File: src/cond_eval_pkg.sv
// constants and types shared by the conditional instruction evaluator
package cond_eval_pkg;

    // ========================================================================
    // widths
    localparam int INSTR_W = 16;
    localparam int DATA_W  = 16;
    localparam int COND_W  = 4;
    localparam int SEL_W   = 2;

    // ========================================================================
    // instruction field positions
    localparam int MASK_LSB  = 0;
    localparam int STATE_LSB = 4;
    localparam int SEL_LSB   = 8;

    // ========================================================================
    // arithmetic condition bit order: zero, negative, overflow, carry
    localparam int COND_ZERO = 3;
    localparam int COND_NEG  = 2;
    localparam int COND_OVF  = 1;
    localparam int COND_CRY  = 0;

    // ========================================================================
    // reset values
    localparam logic              RST_BIT  = 1'b0;
    localparam logic [COND_W-1:0] RST_COND = 4'h0;

    // ========================================================================
    // flag select pair codes, in encoding order 00, 01, 10, 11
    typedef enum logic [SEL_W-1:0]
    {
        SEL_PIN_LOW,
        SEL_TC_SET,
        SEL_TC_CLEAR,
        SEL_NONE
    } flag_sel_t;

endpackage

File: src/arith_cond_if.sv
// carrier between the evaluator top and its arithmetic match stage
`timescale 1ns/100ps
`default_nettype none

interface arith_cond_if;
    logic [cond_eval_pkg::COND_W-1:0] mask;
    logic [cond_eval_pkg::COND_W-1:0] state;
    logic [cond_eval_pkg::COND_W-1:0] cond;
    logic                             met;

    // ========================================================================
    // requester drives the fields, evaluator answers
    modport evaluator
    (
        input  mask,
        input  state,
        input  cond,
        output met
    );
    modport requester
    (
        output mask,
        output state,
        output cond,
        input  met
    );
endinterface

`default_nettype wire

File: src/arith_cond_match.sv
// combinational match of the arithmetic conditions against mask and state
`timescale 1ns/100ps
`default_nettype none

module arith_cond_match
(
    arith_cond_if.evaluator ac
);
    logic [cond_eval_pkg::COND_W-1:0] agree;
    logic [cond_eval_pkg::COND_W-1:0] picked;

    // ========================================================================
    // state polarity compare
    assign agree  = ~(ac.cond ^ ac.state);
    assign picked = agree & ac.mask;
    assign ac.met = |picked;

endmodule

`default_nettype wire

File: src/conditional_instruction_evaluator.sv
// condition evaluation for conditional instructions of the core decoder
// Functional notes
// - select pair 00 pin low, 01 flag set, 10 flag clear, 11 none
// - four conditions: sum zero, sum negative, overflow, carry, in that order
// - low four instruction bits mask which conditions are tested
// - instruction bits four to seven give each tested condition's state
// - matched conditions anded with mask; any set bit means met
// - non-negative test: mask zero and negative, state zero set, negative clear
`timescale 1ns/100ps
`default_nettype none

module conditional_instruction_evaluator
(
    input  wire logic                                clock_i,
    input  wire logic                                rst_b_i,
    input  wire logic                                instr_valid_i,
    input  wire logic [cond_eval_pkg::INSTR_W-1:0]   instr_i,
    input  wire logic [cond_eval_pkg::DATA_W-1:0]    main_sum_register_i,
    input  wire logic                                overflow_i,
    input  wire logic                                carry_i,
    input  wire logic                                test_control_flag_i,
    input  wire logic                                branch_input_pin_i,
    output logic                                     cond_valid_o,
    output logic                                     cond_met_o,
    output logic                                     flag_met_o,
    output logic                                     arith_met_o,
    output logic [cond_eval_pkg::COND_W-1:0]         arith_condition_field_o
);
    // ========================================================================
    // flag select decode, used by the flag match logic only
    function automatic logic flag_sel_met
    (
        input logic [cond_eval_pkg::SEL_W-1:0] sel,
        input logic                            pin,
        input logic                            tc
    );
        logic hit;
        hit = 1'b0;
        case (cond_eval_pkg::flag_sel_t'(sel))
            cond_eval_pkg::SEL_PIN_LOW:  hit = ~pin;
            cond_eval_pkg::SEL_TC_SET:   hit = tc;
            cond_eval_pkg::SEL_TC_CLEAR: hit = ~tc;
            cond_eval_pkg::SEL_NONE:     hit = 1'b0;
            default:                     hit = 1'b0;
        endcase
        return hit;
    endfunction

    logic                                 pin_meta;
    logic                                 pin_sync;
    logic [cond_eval_pkg::COND_W-1:0]     next_cond;
    logic [cond_eval_pkg::SEL_W-1:0]      sel_field;
    logic                                 next_flag_met;
    arith_cond_if                         ac ();

    // ========================================================================
    // the branch pin is asynchronous, two flops before anything reads it
    always_ff @(posedge clock_i)
    begin
        if (!rst_b_i)
        begin
            pin_meta <= 1'b1;
            pin_sync <= 1'b1;
        end
        else
        begin
            pin_meta <= branch_input_pin_i;
            pin_sync <= pin_meta;
        end
    end

    // ========================================================================
    // build condition set
    always_comb
    begin
        next_cond                           = cond_eval_pkg::RST_COND;
        next_cond[cond_eval_pkg::COND_ZERO] = (main_sum_register_i == '0);
        next_cond[cond_eval_pkg::COND_NEG]  = main_sum_register_i[cond_eval_pkg::DATA_W-1];
        next_cond[cond_eval_pkg::COND_OVF]  = overflow_i;
        next_cond[cond_eval_pkg::COND_CRY]  = carry_i;
    end

    // ========================================================================
    // mask and state fields
    // non-negative test falls out of mask and state
    assign ac.mask  = instr_i[cond_eval_pkg::MASK_LSB +: cond_eval_pkg::COND_W];
    assign ac.state = instr_i[cond_eval_pkg::STATE_LSB +: cond_eval_pkg::COND_W];
    assign ac.cond  = next_cond;

    arith_cond_match u_match
    (
        .ac (ac)
    );

    // ========================================================================
    // flag select decode
    assign sel_field     = instr_i[cond_eval_pkg::SEL_LSB +: cond_eval_pkg::SEL_W];
    assign next_flag_met = flag_sel_met(sel_field, pin_sync, test_control_flag_i);

    // ========================================================================
    // valid strobe, one cycle after each request
    always_ff @(posedge clock_i)
    begin
        if (!rst_b_i)
            cond_valid_o <= cond_eval_pkg::RST_BIT;
        else
            cond_valid_o <= instr_valid_i;
    end

    // ========================================================================
    // results hold between requests so the decoder may sample late
    always_ff @(posedge clock_i)
    begin
        if (!rst_b_i)
        begin
            flag_met_o              <= cond_eval_pkg::RST_BIT;
            arith_met_o             <= cond_eval_pkg::RST_BIT;
            cond_met_o              <= cond_eval_pkg::RST_BIT;
            arith_condition_field_o <= cond_eval_pkg::RST_COND;
        end
        else if (instr_valid_i)
        begin
            flag_met_o              <= next_flag_met;
            arith_met_o             <= ac.met;
            // either part satisfies the instruction
            cond_met_o              <= next_flag_met | ac.met;
            arith_condition_field_o <= next_cond;
        end
    end

    // ========================================================================
    // checks
    a_zero_cond: assert property (
        @(posedge clock_i) disable iff (!rst_b_i)
        cond_valid_o |-> arith_condition_field_o[cond_eval_pkg::COND_ZERO]
                         == ($past(main_sum_register_i) == '0))
        else $error("zero condition does not follow sum register");

    a_cond_order: assert property (
        @(posedge clock_i) disable iff (!rst_b_i)
        cond_valid_o |-> arith_condition_field_o[2:0]
                         == {$past(main_sum_register_i[15]), $past(overflow_i),
                             $past(carry_i)})
        else $error("negative overflow carry order wrong");

    a_empty_mask: assert property (
        @(posedge clock_i) disable iff (!rst_b_i)
        (instr_valid_i && instr_i[3:0] == 4'h0) |=> !arith_met_o)
        else $error("empty mask gave arithmetic match");

    a_state_match: assert property (
        @(posedge clock_i) disable iff (!rst_b_i)
        instr_valid_i |=> arith_met_o
            == |($past(instr_i[3:0]) & ~(arith_condition_field_o ^ $past(instr_i[7:4]))))
        else $error("arithmetic match disagrees with mask and state");

    a_any_bit: assert property (
        @(posedge clock_i) disable iff (!rst_b_i)
        (instr_valid_i && (ac.mask & ~(ac.cond ^ ac.state)) != 4'h0) |=> arith_met_o)
        else $error("matched masked condition not reported");

    a_nonneg_test: assert property (
        @(posedge clock_i) disable iff (!rst_b_i)
        (instr_valid_i && instr_i[7:0] == 8'h8C) |=>
            arith_met_o == ($past(main_sum_register_i[15]) == 1'b0))
        else $error("non-negative test wrong");

    a_sel_none: assert property (
        @(posedge clock_i) disable iff (!rst_b_i)
        (instr_valid_i && instr_i[9:8] == 2'h3) |=> !flag_met_o)
        else $error("select 11 produced a flag match");

    a_tc_select: assert property (
        @(posedge clock_i) disable iff (!rst_b_i)
        (instr_valid_i && instr_i[9] != instr_i[8]) |=>
            flag_met_o == ($past(test_control_flag_i) == $past(instr_i[8])))
        else $error("test flag select wrong");

    a_pin_low: assert property (
        @(posedge clock_i) disable iff (!rst_b_i)
        (instr_valid_i && instr_i[9:8] == 2'h0) |=> flag_met_o == !$past(pin_sync))
        else $error("pin low select wrong");

endmodule

`default_nettype wire
File: config.mk
export PLATFORM = sky130hd
export DESIGN_NAME = conditional_instruction_evaluator
export DESIGN_NICKNAME = d
export VERILOG_FILES = /design/src/cond_eval_pkg.sv /design/src/arith_cond_if.sv /design/src/arith_cond_match.sv /design/src/conditional_instruction_evaluator.sv
export SDC_FILE = /design/constraint.sdc
export NUM_CORES = 1
export LEC_CHECK = 0
export BUFFER_PORTS_ARGS = -buffer_cell sky130_fd_sc_hd__buf_2
export CAP_MARGIN = 20
export CORE_AREA = 2 2 39 41
export CTS_CLUSTER_SIZE = 20
export DETAILED_ROUTE_END_ITERATION = 10
export DIE_AREA = 0 0 41 43
export GPL_TIMING_DRIVEN = 1
export PLACE_DENSITY_LB_ADDON = 0.05
export SYNTH_ARGS = -nofsm -noshare
export SYNTH_HDL_FRONTEND = slang
export SYNTH_SLANG_ARGS = --single-unit
File: constraint.sdc
create_clock -name clock_i -period 2.6 [get_ports clock_i]
set_clock_uncertainty 0.1 [all_clocks]
set_input_delay 0.13 -clock clock_i [delete_from_list [all_inputs] [get_ports clock_i]]
set_output_delay 0.13 -clock clock_i [all_outputs]
set_load 0.01 [all_outputs]
==> flow_summary.json <==
{
  "outcome": "finished clean",
  "wirelength_um": 932,
  "ctsRootBufferMaster": "clkbuf_4",
  "total_power_mw": 0.327,
  "setup_violations": 0,
  "synthTopCellsByArea": "dfxtp_1 (45%), mux2i_1 (11%), xnor2_1 (5.8%)",
  "nFillCells": 137,
  "fin_tns_setup_ps": 0,
  "rsz0062_at_grt": "false",
  "synth_warnings": 0,
  "crit_end": "arith_met_o$_SDFFE_PN0P_",
  "hold_depth": 2,
  "cts_sinks": 10,
  "hold_path.class": "in2reg",
  "nets": 130,
  "vdd_ir_drop_max_uv": 298,
  "clkLatencyLatePin_ps": 250,
  "start_util_pct": 32.5,
  "post_cts_buffers": 0,
  "end_kind": "flip-flop",
  "reg2regPathDepth": 3,
  "cp_slowest_stage_delay_ps": 320,
  "p_leak_nw": 0.356,
  "place_congestion": 0.627,
  "yosysTopAreaCell": "dfxtp_1",
  "ios": 47,
  "synth_nets": 85,
  "worstPathCellList": "buf_2 -> nor4_1 -> and4_1 -> mux2_4 -> a21oi_1",
  "area_growth_pct": 55.2,
  "tightest_slew_ps": 226,
  "die_x_um": 41,
  "worstSetupPathType": "in2reg",
  "worstPathArrival_ps": 1200,
  "drcViolationCount": 0,
  "path_depth": 5,
  "layout_common_cells": "buf_2 (40), dfxtp_1 (10), mux2i_1 (5)",
  "antenna_found_initial": 0,
  "worstReg2RegStart": "pin_sync$_SDFF_PN1_",
  "core_um2": 1380,
  "postSynthCellCount": 46,
  "io_buffer_count": 40,
  "layout-drive-gt1-share_pct": 49.4,
  "whs_ps": 29.7,
  "cts_buffers": 3,
  "min_period_ps": 1110,
  "syn_area_um2": 449,
  "finalCoreUtilization_pct": 50.4,
  "cpLargestDelayFamily": "simple AND/OR/NAND/NOR gates",
  "grt_util_all_layers_pct": 12.2,
  "vias_per_cell": 4.57,
  "path_clk_slew_ps": 60,
  "synth_top_area_share_pct": 44.6,
  "synth-seq-cells": 10,
  "critPathLaunch": "main_sum_register_i[11]",
  "maxCapViolCount": 0,
  "antenna_cells": 0,
  "dieArea_um2": 1760,
  "ys_types": 19,
  "final_common_cell": "buf_2",
  "reg2reg_slack_ps": 1840,
  "gr-total-overflow": 0,
  "worstPathBufferInverterCount": 1,
  "p_per_area_nw_per_um2": 469,
  "grt_pass1_wl_um": 1410,
  "worst_setup_path_start_kind": "input port",
  "htree_num_levels": 1,
  "worstPathMaxFanout": 2,
  "reg2reg_to": "flag_met_o$_SDFFE_PN0P_",
  "hold_viol_final": 0,
  "final_cell_count_no_fill": 105,
  "row_count": 14,
  "worst_slack_ps": 1490,
  "final_area_um2": 697,
  "grt_pass1_vias": 390,
  "yosysSeqAreaShare_pct": 44.6,
  "vias": 480,
  "cts_tree": "built",
  "clockBufferDepth": 2,
  "ant_nets": 0,
  "avgRoutedWirePerCell_um": 8.88,
  "postPlaceCellArea_um2": 664,
  "max_freq_ghz": 0.903,
  "place_ws_ps": 1210,
  "drt-initial-drc-count": 2,
  "fin_crit_sh_pct": 42.6,
  "avgSynthCellArea_um2": 9.76,
  "slowest_stage": "mux2_4",
  "firstDrtPassIters": 2,
  "max_slew_margin_pct": 84.8,
  "worstPathRequired_ps": 2690,
  "dp_hpwl_um": 802,
  "maxSlewViolCount": 0,
  "grt_max_degree": 11,
  "die_h_um": 43,
  "dp.cells": 101
}
metal layers:
| layer | track usage, % | part of all wire [%] | vias to the layer above |
|---|---|---|---|
| met5 | 0 | 0 | - |
| met4 | 4.00 | 0 | 0 |
| met3 | 8.38 | 14 | 0 |
| met2 | 18.1 | 45 | 31 |
| met1 | 13.4 | 41 | 199 |
| li1 | - | - | 250 |
cell type report:
cell class	instances	area, µm²	area share (%)
multi-input cells	35	244	35.0
well taps	16	20.0	2.87
clock buffers	3	22.5	3.23
repair buffers	41	210	30.2
flip-flops and latches	10	200	28.7
synthesized netlist by cell type, drive strengths merged:
cell / instances
a22oi: 1
dfxtp: 10
nor2b: 4
xnor2: 3
o21ai: 2
a21boi: 1
nor4: 4
mux2i: 5
nand2b: 4
mux2: 1
and4: 1
buf: 1
nor2: 1
nand2: 3
and2: 1
a31oi: 1
nand3: 1
and3: 1
a21oi: 1
cells by family (layout without fill, tap and decap cells):
kind of cell | after synthesis | count (layout) | share of synthesized area [%]
AOI/OAI and AO/OA | 6 | 6 | 8.08
xor gates and xnor gates | 3 | 3 | 5.85
buffers and inverters | 1 | 44 | 1.11
DFF | 10 | 10 | 44.6
muxes | 6 | 6 | 14.5
and+or+nand+nor | 20 | 20 | 25.9
how the worst min path moves through the flow:
| stage | start | endpoint |
|---|---|---|
| after floorplan | rst_b_i | pin_meta$_SDFF_PN1_ |
| after global placement | branch_input_pin_i | pin_meta$_SDFF_PN1_ |
| after detailed placement | branch_input_pin_i | pin_meta$_SDFF_PN1_ |
| after CTS | rst_b_i | pin_sync$_SDFF_PN1_ |
| after global routing | rst_b_i | pin_meta$_SDFF_PN1_ |
| final | rst_b_i | pin_meta$_SDFF_PN1_ |
repair_timing:
action | 4_1_cts | 5_1_grt
endpoints found under the hold margin | 1 | 0
resized for setup | 0 | 0
hold buffers | 1 | 0
sequential cells by signal (all words and copies together) (netlist names):
name	cells
arith_condition_field_o	4
arith_met_o	1
cond_met_o	1
cond_valid_o	1
flag_met_o	1
pin_meta	1
pin_sync	1
worst register-to-register path, stage by stage, from the launching register on:
cell,delay [ps]
dfxtp_1,300
nand2_1,50
nand3_1,90
a21boi_0,160
power by group:
part / switching [mW] / internal, mW
Sequential: 0.00308 / 0.162
Combinational: 0.0261 / 0.0378
Clock: 0.0448 / 0.0530
Total: 0.0740 / 0.253
Note: power is estimated with default switching activity, not from simulation.
